==> config.mk <==
export PLATFORM = sky130hd
export DESIGN_NAME = host_bus_decode
export DESIGN_NICKNAME = d
export VERILOG_FILES = /design/src/rtl/host_bus_pkg.sv /design/src/rtl/host_bus_decode.sv
export SDC_FILE = /design/constraint.sdc
export NUM_CORES = 1
export LEC_CHECK = 0
export BUFFER_PORTS_ARGS = -buffer_cell sky130_fd_sc_hd__buf_2
export CORE_MARGIN = 2
export CORE_UTILIZATION = 49
export CTS_CLUSTER_DIAMETER = 150
export CTS_CLUSTER_SIZE = 10
export DETAILED_ROUTE_END_ITERATION = 6
export GPL_TIMING_DRIVEN = 0
export PLACE_DENSITY = 0.83
export SLEW_MARGIN = 25
export SYNTH_ARGS = -nofsm -noshare
export SYNTH_HDL_FRONTEND = slang
export SYNTH_SLANG_ARGS = --single-unit
==> constraint.sdc <==
create_clock -name clk -period 2.2 [get_ports clk]
set_clock_uncertainty 0.15 [all_clocks]
set_input_delay 0.44 -clock clk [delete_from_list [all_inputs] [get_ports clk]]
set_output_delay 0.44 -clock clk [all_outputs]
set_load 0.1 [all_outputs]
==> src/rtl/host_bus_pkg.sv <==
/*
 host bus decode package: bus style and access type encodings, field
 positions of the host pins inside the synchroniser vector.
 assumes an 8-bit parallel host bus.
*/
package host_bus_pkg;
   localparam int data_width = 8;
   // bus styles: separate strobes or enable clock with direction
   typedef enum logic {style_strobe, style_enable} bus_style_type;
   // decoded access types
   typedef enum logic [2:0] {acc_none, acc_status_rd, acc_data_rd, acc_data_wr, acc_cmd_wr} access_type;
   localparam logic [7:0] data_reset = 8'h00;
   localparam logic [7:0] status_reset = 8'h00;
   // bit positions of the host pins inside the synchroniser vector
   localparam int pos_style = 11;
   localparam int pos_cs_n = 10;
   localparam int pos_sel = 9;
   localparam int pos_rd = 8;
   localparam int pos_wr = 7;
   // synchroniser value after reset: strobe style, deselected, strobes idle high
   localparam logic [11:0] pin_idle = 12'h580;
   localparam logic data7_idle = 1'b0;
endpackage

==> src/rtl/host_bus_decode.sv <==
/*
 host-side parallel bus decode of a dot-matrix display controller.
 assumes the host pins are asynchronous to clk; they are synchronised
 with two flip-flops before any decode. one clock, one asynchronous active-low reset.
*/
// Functional notes
// - enable style: direction high reads, low writes
// - respond only while chip select low
// - select 0 read strobe: return status flag
// - select 1 read strobe: return display data
// - write: select 0 data, select 1 command
// - drive data bus only during read strobe
// - capture write data on write strobe rising
// - enable style: read pin is high enable
`timescale 1ns/1ps
module host_bus_decode
(
   // clock and reset
   input wire logic clk,
   input wire logic rstn,
   // bus style strap
   input wire logic style_enable_mode,
   // host pins
   input wire logic cs_n,
   input wire logic cmd_data_select,
   input wire logic rd_n_or_en,
   input wire logic wr_n_or_dir,
   input wire logic [7:0] data_in,
   output logic [7:0] data_out,
   output logic data_oe,
   // core side
   input wire logic [7:0] status_flag,
   input wire logic [7:0] read_data,
   output logic status_rd_pulse,
   output logic data_rd_pulse,
   output logic data_wr_pulse,
   output logic cmd_wr_pulse,
   output logic [7:0] wr_data
);
   import host_bus_pkg::*;

   // ----------------------------------------
   // input synchronisers
   // ----------------------------------------
   logic [11:0] meta_ff;
   logic [11:0] sync_ff;
   logic [11:0] pins;
   assign pins = {style_enable_mode, cs_n, cmd_data_select, rd_n_or_en, wr_n_or_dir, data_in[6:0]};
   // data bit 7 carried separately to keep vectors short
   logic d7_meta_ff, d7_sync_ff;

   // two stage synchroniser on every host pin
   always_ff @(posedge clk or negedge rstn)
   begin
      if (!rstn)
      begin
         // idle pin levels, so no false strobe edge follows reset
         meta_ff <= pin_idle;
         sync_ff <= pin_idle;
         d7_meta_ff <= data7_idle;
         d7_sync_ff <= data7_idle;
      end
      else
      begin
         meta_ff <= pins;
         sync_ff <= meta_ff;
         d7_meta_ff <= data_in[7];
         d7_sync_ff <= d7_meta_ff;
      end
   end

   // ----------------------------------------
   // decode
   // ----------------------------------------
   // synchronised pin levels picked out of the vector
   wire s_style = sync_ff[pos_style];
   wire s_cs_n = sync_ff[pos_cs_n];
   wire s_sel = sync_ff[pos_sel];
   wire s_rd = sync_ff[pos_rd];
   wire s_wr = sync_ff[pos_wr];
   wire [7:0] s_data = {d7_sync_ff, sync_ff[6:0]};
   wire selected = !s_cs_n;
   wire strobe_rd = !s_style && selected && !s_rd && s_wr;
   wire strobe_wr = !s_style && selected && s_rd && !s_wr;
   wire en_active = s_style && selected && s_rd;
   wire en_rd = en_active && s_wr;
   wire en_wr = en_active && !s_wr;
   wire read_now = strobe_rd || en_rd;
   logic wr_strobe_d_ff;
   logic en_wr_d_ff;
   logic rd_d_ff;
   logic wr_sel_ff;
   // rising edge of write strobe in strobe style, falling enable otherwise
   wire wr_done_strobe = wr_strobe_d_ff && !strobe_wr;
   wire wr_done_en = en_wr_d_ff && !en_wr;
   wire wr_done = wr_done_strobe || wr_done_en;
   wire rd_start = read_now && !rd_d_ff;

   // access state and captured data
   always_ff @(posedge clk or negedge rstn)
   begin
      if (!rstn)
      begin
         wr_strobe_d_ff <= 1'b0;
         en_wr_d_ff <= 1'b0;
         rd_d_ff <= 1'b0;
         wr_sel_ff <= 1'b0;
         wr_data <= data_reset;
         data_out <= data_reset;
         status_rd_pulse <= 1'b0;
         data_rd_pulse <= 1'b0;
         data_wr_pulse <= 1'b0;
         cmd_wr_pulse <= 1'b0;
      end
      else
      begin
         wr_strobe_d_ff <= strobe_wr;
         en_wr_d_ff <= en_wr;
         rd_d_ff <= read_now;
         if (strobe_wr || en_wr)
         begin
            wr_data <= s_data;
            wr_sel_ff <= s_sel;
         end
         if (read_now)
            data_out <= s_sel ? read_data : status_flag;
         status_rd_pulse <= rd_start && !s_sel;
         data_rd_pulse <= rd_start && s_sel;
         data_wr_pulse <= wr_done && !wr_sel_ff;
         cmd_wr_pulse <= wr_done && wr_sel_ff;
      end
   end

   // drivers on only while a read is in progress
   assign data_oe = read_now && rd_d_ff;

   // ----------------------------------------
   // assertions
   // ----------------------------------------
   // pin pattern of an enable-style read, for the read timing check
   wire en_rd_pin = style_enable_mode && !cs_n && rd_n_or_en && wr_n_or_dir;
endmodule

Yosys cells after proc, flatten, opt, wreduce, memory -nomap -nowiden
Index checks and enable logic that the tools add are counted.
Word-level totals
  register bits: 50
  output and inout bits: 21
  word-level logic and storage cells: 44
  input port bits: 31
Cells by class
  reduce and logical (&&, ||, !) cells: 29
  multiplexer cells: 1
Operators with widths (count)
  logical AND 1 bit: 17
  logical NOT 1 bit: 9
  two-way mux 8 bit: 1
  logical OR 1 bit: 3

Logic depth before layout (Yosys ltp)
Gate-level depths: netlist of run 1.
  depth after elaboration: 8
  gate-level depth with buffers: 4
  gate-level depth less buffers: 3

Worst setup path after synthesis of run 1
OpenSTA, ideal clock, no wires.
  path kind: reg2out
  start: reg sync_ff[8]
  end: out data_oe
  cell stages (with the launch flop): 5
  data arrival time: 1.784 ns
  slack: -0.174 ns
  buffers on the path: 1
  data required time: 1.610 ns
  cell sequence: dfstp_2 xor2_1 nor3b_2 buf_6 and2_1
Between the ends
  cells in the longest elaborated chain, start to end: 5
  elaborated cells between the ends (all ways): 7
  classes of those cells: 7 x reduce/logical
Ends and longest elaborated chain
  from (decl): line host_bus_decode.sv:46  | logic [11:0] sync_ff;
  from (signal assigned): line host_bus_decode.sv:59  | sync_ff <= pin_idle;
  from (signal assigned): line host_bus_decode.sv:66  | sync_ff <= meta_ff;
  logical NOT 1 bit: line host_bus_decode.sv:83  | wire strobe_rd = !s_style && selected && !s_rd && s_wr;
  logical AND 1 bit (2 in a row): line host_bus_decode.sv:83
  logical OR 1 bit *: line host_bus_decode.sv:88  | wire read_now = strobe_rd || en_rd;
  via read_now: line host_bus_decode.sv:88
  logical AND 1 bit *: line host_bus_decode.sv:135  | assign data_oe = read_now && rd_d_ff;
  to (decl): line host_bus_decode.sv:30  | output logic data_oe,
The timed path passes the listed nets; every way through them passes the cells marked *.

Worst setup path after layout of run 1
Ends and elaborated chain as after synthesis.

==> results of run 1 <==
==> timing repair <==
item | CTS | global route
buffers inserted | 3 | 0
endpoints found under the setup margin | 1 | 1
endpoints found under the hold margin | 0 | 51
gates cloned | 0 | 0
hold buffers | 0 | 8
pin swaps | 1 | 1
resized for setup | 5 | 0
==> per-stage QoR <==
stage | TNS [ns] | area [µm²]
6_report | -0.0207 | 2180
5_1_grt | -0.113 | 2180
4_1_cts | -0.0559 | 2100
3_5_place_dp | -0.0592 | 2010
3_3_place_gp | -0.0362 | 2010
2_1_floorplan | 0 | 1690
==> cell usage in the layout (no fill, tap or decap), types with 2 or more instances in the layout <==
cell type	instances
sky130_fd_sc_hd__buf_2	51
sky130_fd_sc_hd__mux2_1	4
sky130_fd_sc_hd__dlygate4sd3_1	8
sky130_fd_sc_hd__dfstp_2	6
sky130_fd_sc_hd__mux2_4	6
sky130_fd_sc_hd__mux2_2	15
sky130_fd_sc_hd__nor3b_2	3
sky130_fd_sc_hd__buf_4	4
sky130_fd_sc_hd__nor3b_1	2
sky130_fd_sc_hd__clkbuf_4	5
sky130_fd_sc_hd__dfrtp_1	44
==> state kept, by name (all words and copies together) (netlist names) <==
signal	count
data_wr_pulse	1
en_wr_d_ff	1
d7_sync_ff	1
wr_data	8
wr_strobe_d_ff	1
wr_sel_ff	1
data_rd_pulse	1
meta_ff	12
sync_ff	12
cmd_wr_pulse	1
status_rd_pulse	1
d7_meta_ff	1
rd_d_ff	1
data_out	8
==> final cells by class <==
cell class,count,area (µm²)
Fill cell,257,1160
Timing Repair Buffer,62,375
Sequential cell,50,1260
Inverter,1,3.75
Multi-Input combinational cell,37,412
Buffer,3,21.3
Clock buffer,5,37.5
Clock inverter,2,13.8
Tap cell,46,57.6
==> per-layer routing <==
metal  GRT usage (%)  wire [µm]  up-vias
met5               0          0        -
met4            5.83         39        0
met3            5.23        196        5
met2            26.1       1350       44
met1            17.2       1020      455
li1                -          -      445
==> where the power goes <==
group | internal, µW | total, µW | switching (µW)
Clock | 121 | 377 | 256
Sequential | 1020 | 1070 | 47.2
Combinational | 165 | 777 | 612
==> kinds of logic after synthesis <==
family,share of synthesized area (%)
AOI/OAI and AO/OA,0.295
xor gates and xnor gates,0.517
buffers and inverters,1.48
DFF,74.4
muxes,18.0
and+or+nand+nor,5.40
==> how the worst min path moves through the flow <==
stage                start            to  slack (ns)  cells after the start
6_report        data_in[1]    meta_ff[1]        0.03                      1
5_1_grt         data_in[1]    meta_ff[1]       0.003                      1
4_1_cts        wr_n_or_dir    meta_ff[7]       0.005                      1
3_5_place_dp    d7_meta_ff    d7_sync_ff        0.19                      0
3_3_place_gp    meta_ff[6]    sync_ff[6]        0.18                      0
2_1_floorplan         rstn  cmd_wr_pulse      -0.006                      0
==> run summary, run 1 <==
========================================================================================
Worst path cell trace ..................................................... xor2_1 > nor3b_2 > buf_6 > and2_4 > buf_12
# Max-Cap Violations ......................................................            0
Startpoint of the most critical register-to-register path .................   sync_ff[8]
Count of buffers from port buffering ......................................           51
Clock buffer count from CTS ...............................................            5
Vias per cell .............................................................         4.61
Die Outline Area ..........................................................     3940 µm²
Maximum number of pins on one net before global-route repair ..............           51
Hold WS ...................................................................    0.0347 ns
Number of search-and-repair iterations in the first detailed-routing pass .            2
Worst path depth ..........................................................            5
Hold violation total from the final report ................................            0
Count of cell types in the netlist ........................................           17
Largest stage delay on the critical path ..................................      0.56 ns
Result of the run ......................................................... finished, violations left
Final WS setup ............................................................   -0.0207 ns
Min cycle time layout .....................................................      2.22 ns
Kind of cell adding the most delay to the critical path ...................   flip-flops
Nets ......................................................................          191
Synthesized netlist net count .............................................          122
End of the worst register-to-register path ................................   wr_data[3]
Part of the cycle the worst path needs ....................................         101%
Last weighted congestion value of the routability-driven placer ...........        0.751
Top area cells in the synthesized netlist ................................. sky130_fd_sc_hd__dfrtp_1 (65%), sky130_fd_sc_hd__mux2_2 (10%), sky130_fd_sc_hd__dfstp_2 (9.3%)
Worst-path cell with the longest stage delay .............................. sky130_fd_sc_hd__dfstp_2
Number of global-route vias before repair .................................          979
Layout-stage area growth over the synthesis result ........................        28.8%
Netlist area before placement .............................................     1690 µm²
Clock Pin Slew Worst Setup and Hold Paths .................................      0.13 ns
Proportion of layout cells with a drive suffix above 1 ....................        59.4%
Placed wire-length estimate after detailed placement ......................      1840 µm
Fraction of the yosys area taken by sequential cells ......................        74.4%
Slew Limit Fails ..........................................................            0
Post-Place Worst Slack ....................................................   -0.0592 ns
WL/cell ...................................................................      12.7 µm
Total DRC errors in the routed layout .....................................            0
Combined global-route utilization of all metal layers .....................        15.1%
Total power density per cell area .........................................  1020 nW/µm²
Final setup violating endpoints ...........................................            1
Standby leakage power .....................................................   0.00107 µW
Die height ................................................................      62.8 µm
Initial antenna violation count ...........................................            0
Ant diodes ................................................................            0
Clock tree sinks ..........................................................           50
Fmax achieved .............................................................    0.450 GHz
Antenna Violating Nets Remaining ..........................................            0
Syn Area/Cell .............................................................     18.6 µm²
CP startpoint kind ........................................................     register
Placed insts ..............................................................          188
Worst Setup Path Type ..................................................... register to output port
Final routed wirelength across all metal layers ...........................      2610 µm
Number of violations reported at the end of detailed-routing iteration 0 ..           28
Cell count after synthesis ................................................           91
Worst supply voltage drop on vdd ..........................................       566 µV
Ports .....................................................................           52
Most common cell in the netlist ........................................... sky130_fd_sc_hd__dfrtp_1
Violated checks ........................................................... setup timing
Sum of internal, switching and leakage power ..............................      2220 µW
Core Box Area .............................................................     3340 µm²
Worst path required time ..................................................      1.61 ns
Yosys warning count .......................................................            0
Worst setup path startpoint ...............................................   sync_ff[8]
Overflow left after global routing ........................................            0
Die width .................................................................      62.8 µm
Root Driver ............................................................... sky130_fd_sc_hd__clkbuf_4
Worst R2R Path Depth ......................................................            4
Flop and latch count out of synthesis .....................................           50
Critical Path Sink ........................................................      data_oe
Transition time at the pin with the least slew margin .....................     0.578 ns
Worst slew margin relative to its limit ...................................        61.5%
Leading register cell type out of synthesis ............................... sky130_fd_sc_hd__dfrtp_1
Clock Latency Late Sink ...................................................      0.35 ns
Cell taking the most area after synthesis ................................. sky130_fd_sc_hd__dfrtp_1
TritonCTS clock tree ......................................................         done
Critical path data arrival time ...........................................      1.63 ns
Most frequent cells after synthesis ....................................... sky130_fd_sc_hd__dfrtp_1 (44), sky130_fd_sc_hd__mux2_2 (15), sky130_fd_sc_hd__dfstp_2 (6), sky130_fd_sc_hd__mux2_4 (6), sky130_fd_sc_hd__mux2_1 (4)
RSZ-0062 raised after global routing ......................................          yes
Count of flip-flops with a built-in enable after synthesis ................            0
Level count of the clock H-tree ...........................................            2
Initial cell density of the core ..........................................        50.7%
Total via count after detailed routing ....................................          949
Critical path peak fanout .................................................            2
Kind of end point of the critical path ....................................  output port
Non-filler instance count after layout ....................................          206
Synth async-reset ratio ...................................................         100%
First-pass GRT wire length ................................................      4440 µm
Share of the core filled with cells in the final layout ...................        65.3%
Count of standard-cell rows ...............................................           21
Flop2flop setup slack .....................................................      0.46 ns
Buffers & Inverters on Critical Path ......................................            2
Worst min path class ...................................................... input port to register
Maximum buffer depth of the clock tree ....................................            2
Portion of synthesized cell area occupied by the leading cell type ........        65.0%
========================================================================================
Power figures use the tool's default switching activity.
==> inputs of run 2 (changes only) <==
REMOVE_ABC_BUFFERS = 1   (was not set)
==> run 2 against run 1 <==
  * The flow now finishes without violations
  * Fmax is 3.2% higher
  * Hold slack worse by 0.0051 ns
  * Clock power is 1% lower
  * Cell count is 4.4% lower
  * Cell area is 3.4% lower
  * Core utilization is 2.2 points lower
  * Sequential power hardly changed
  * Count of clock-buffer cells in the layout is 1 higher
  * Via count is 2.6% lower
==> run summary, run 2 (synthesis gave the netlist of run 1 again) <==
========================================================================================
Min cycle time layout .....................................................      2.15 ns   was 2.22 ns
Worst path required time ..................................................      1.61 ns   about the same
Worst slew margin relative to its limit ...................................        46.4%   was 61.5%
Core Box Area .............................................................     3340 µm²   unchanged
Part of the cycle the worst path needs ....................................        97.8%   was 101%
Global Route met3 Usage ...................................................        2.34%   was 5.23%
Worst R2R Path Depth ......................................................            2   was 4
Initial antenna violation count ...........................................            0   unchanged
Fmax achieved .............................................................    0.465 GHz   was 0.450 GHz
# Max-Cap Violations ......................................................            0   unchanged
Count of buffers from port buffering ......................................           51   unchanged
Level count of the clock H-tree ...........................................            2   unchanged
Layer carrying the most global-route usage ................................         met2   unchanged
Clock Latency Late Sink ...................................................      0.35 ns   about the same
Worst path depth ..........................................................            4   was 5
Worst supply voltage drop on vdd ..........................................       504 µV   was 566 µV
Worst path cell trace ..................................................... xor2_2 > nor3b_4 > and2_4 > buf_12   was xor2_1 > nor3b_2 > buf_6 > and2_4 > buf_12
Internal power consumption ................................................      1300 µW   was 1310 µW
Last weighted congestion value of the routability-driven placer ...........        0.639   was 0.751
Standby leakage power .....................................................   0.00103 µW   was 0.00107 µW
Worst setup path startpoint ...............................................   sync_ff[8]   unchanged
Combined global-route utilization of all metal layers .....................        13.1%   was 15.1%
Antenna Violating Nets Remaining ..........................................            0   unchanged
Number of violations reported at the end of detailed-routing iteration 0 ..            9   was 28
Critical path peak fanout .................................................            3   was 2
Most common cell after layout, fill and taps aside ........................ sky130_fd_sc_hd__buf_2   unchanged
Final routed wirelength across all metal layers ...........................      2410 µm   was 2610 µm
Clock Pin Slew Worst Setup and Hold Paths .................................      0.13 ns   about the same
Transition time at the pin with the least slew margin .....................     0.800 ns   was 0.578 ns
Total DRC errors in the routed layout .....................................            0   unchanged
Ant diodes ................................................................            0   unchanged
Die width .................................................................      62.8 µm   unchanged
Maximum number of pins on one net before global-route repair ..............           51   unchanged
Number of global-route vias before repair .................................          909   was 979
Kind of end point of the critical path ....................................  output port   unchanged
NetSw .....................................................................       904 µW   was 915 µW
Ports .....................................................................           52   unchanged
Clock tree sinks ..........................................................           50   unchanged
Startpoint of the most critical register-to-register path .................   sync_ff[8]   unchanged
Number of stages on the worst hold path ...................................            1   unchanged
Worst Setup Path Type ..................................................... register to output port   unchanged
Fraction of power spent switching nets ....................................        41.0%   was 41.2%
Placed wire-length estimate after detailed placement ......................      1730 µm   was 1840 µm
Overflow left after global routing ........................................            0   unchanged
Kind of cell adding the most delay to the critical path ...................   flip-flops   unchanged
Slew Limit Fails ..........................................................            0   unchanged
Hold violation total from the final report ................................            0   unchanged
First-pass GRT wire length ................................................      3910 µm   was 4440 µm
Proportion of layout cells with a drive suffix above 1 ....................        60.9%   was 59.4%
Buffers & Inverters on Critical Path ......................................            1   was 2
Commonest non-fill, non-tap cells in the layout ........................... sky130_fd_sc_hd__buf_2 (49), sky130_fd_sc_hd__dfrtp_1 (44), sky130_fd_sc_hd__mux2_2 (15)   was sky130_fd_sc_hd__buf_2 (51), sky130_fd_sc_hd__dfrtp_1 (44), sky130_fd_sc_hd__mux2_2 (15)
Critical path data arrival time ...........................................      1.56 ns   was 1.63 ns
Clock network fraction of design power ....................................        16.9%   was 17.0%
Worst-path cell with the longest stage delay .............................. sky130_fd_sc_hd__dfstp_2   unchanged
Root Driver ............................................................... sky130_fd_sc_hd__clkbuf_4   unchanged
Total via count after detailed routing ....................................          924   was 949
Share of power burned in combinational logic ..............................        34.5%   was 35.0%
Biggest registers after layout ............................................ meta_ff (12), sync_ff (12)   unchanged
CP startpoint kind ........................................................     register   unchanged
Clock buffer count from CTS ...............................................            5   unchanged
TritonCTS clock tree ......................................................         done   unchanged
Part of the power in registers ............................................        48.6%   was 48.1%
Count of standard-cell rows ...............................................           21   unchanged
Met2 Usage GRT ............................................................        22.3%   was 26.1%
Worst hold path startpoint ................................................   data_in[6]   was data_in[1]
Initial cell density of the core ..........................................        50.7%   unchanged
Die Outline Area ..........................................................     3940 µm²   unchanged
Final WS setup ............................................................    0.0481 ns   was -0.0207 ns
Met1 usage ................................................................        15.1%   was 17.2%
Total power density per cell area .........................................  1050 nW/µm²   was 1020 nW/µm²
Die height ................................................................      62.8 µm   unchanged
Nets ......................................................................          181   was 191
Vias per cell .............................................................         4.69   was 4.61
Largest stage delay on the critical path ..................................      0.58 ns   was 0.56 ns
Maximum buffer depth of the clock tree ....................................            2   unchanged
Sum of internal, switching and leakage power ..............................      2200 µW   was 2220 µW
WL/cell ...................................................................      12.2 µm   was 12.7 µm
Final setup violating endpoints ...........................................            0   was 1
Post-Place Worst Slack ....................................................    -0.416 ns   was -0.0592 ns
RSZ-0062 raised after global routing ......................................          yes   unchanged
Worst min path class ...................................................... input port to register   unchanged
Layout-stage area growth over the synthesis result ........................        24.3%   was 28.8%
Result of the run ......................................................... finished, final reports clean   was finished, violations left
Number of search-and-repair iterations in the first detailed-routing pass .            4   was 2
========================================================================================
==> run 2: changes by cell type in the layout (fill, tap and decap cells not counted), sizes merged <==
| cell | delta |
|---|---|
| clkbuf | +1 |
| buf | -4 |
| dlygate4sd3 | -6 |
| clkinv | +1 |
| inv | -1 |
==> run 2: layer usage <==
metal | part of all wire [%] | vias to the layer above
li1 | - | 424
met1 | 37 | 472
met2 | 56 | 22
met3 | 4.6 | 6
met4 | 2.3 | 0
met5 | 0 | -
==> run 2: worst reg2reg max path: cells and delay by family, from the launching register on <==
family / cells / cell delay [ns]
muxes: 1 / 0.41
and+or+nand+nor: 1 / 0.67
DFF: 1 / 0.58
==> run 2: layout make-up <==
type,count,area (µm²)
multi-input cells,37,425
flip-flops and latches,50,1260
repair buffers,55,308
clock buffers,6,41.3
clock inverters,2,10.0
fillers,267,1230
well taps,46,57.6
inverters,1,3.75
==> run 2: per-stage QoR <==
step / instances / TNS, ns / util (%) / instance area [µm²] / hold slack [ns]
2_1_floorplan: 88 / -0.458 / - / 1670 / -0.00559
3_3_place_gp: 185 / -0.388 / 59.5 / 1980 / 0.182
3_5_place_dp: 185 / -0.416 / 59.5 / 1980 / 0.185
4_1_cts: 194 / 0 / 61.9 / 2070 / 0.00792
5_1_grt: 197 / -0.0564 / 63.1 / 2100 / 0.00420
6_report: 197 / 0 / 63.1 / 2100 / 0.0296
==> run 2: what timing repair did <==
action	4_1_cts	5_1_grt
setup endpoints to repair	1	1
hold endpoints to repair	0	45
hold buffers	0	2
gates resized for setup	6	1
pin swaps	1	1
setup buffers	1	1
==> run 2: worst paths after layout <==
check,endpoint,slack (ns)
max in group asynchronous,sync_ff[11],1.04
min,meta_ff[6],0.03
min in group asynchronous,sync_ff[4],0.47
min reg2reg,sync_ff[3],0.21
max reg2reg,wr_sel_ff,0.29
max,data_oe,0.05
==> run 2: power by group through the flow <==
| stage | sequential [µW] | combinational, µW | clock (µW) |
|---|---|---|---|
| CTS | 1070 | 761 | 392 |
| detailed placement | 1090 | 756 | 0 |
| global placement | 1080 | 749 | 0 |
| finish | 1070 | 760 | 372 |
| floorplan | 1590 | 108 | 0 |
| global route | 1080 | 785 | 426 |
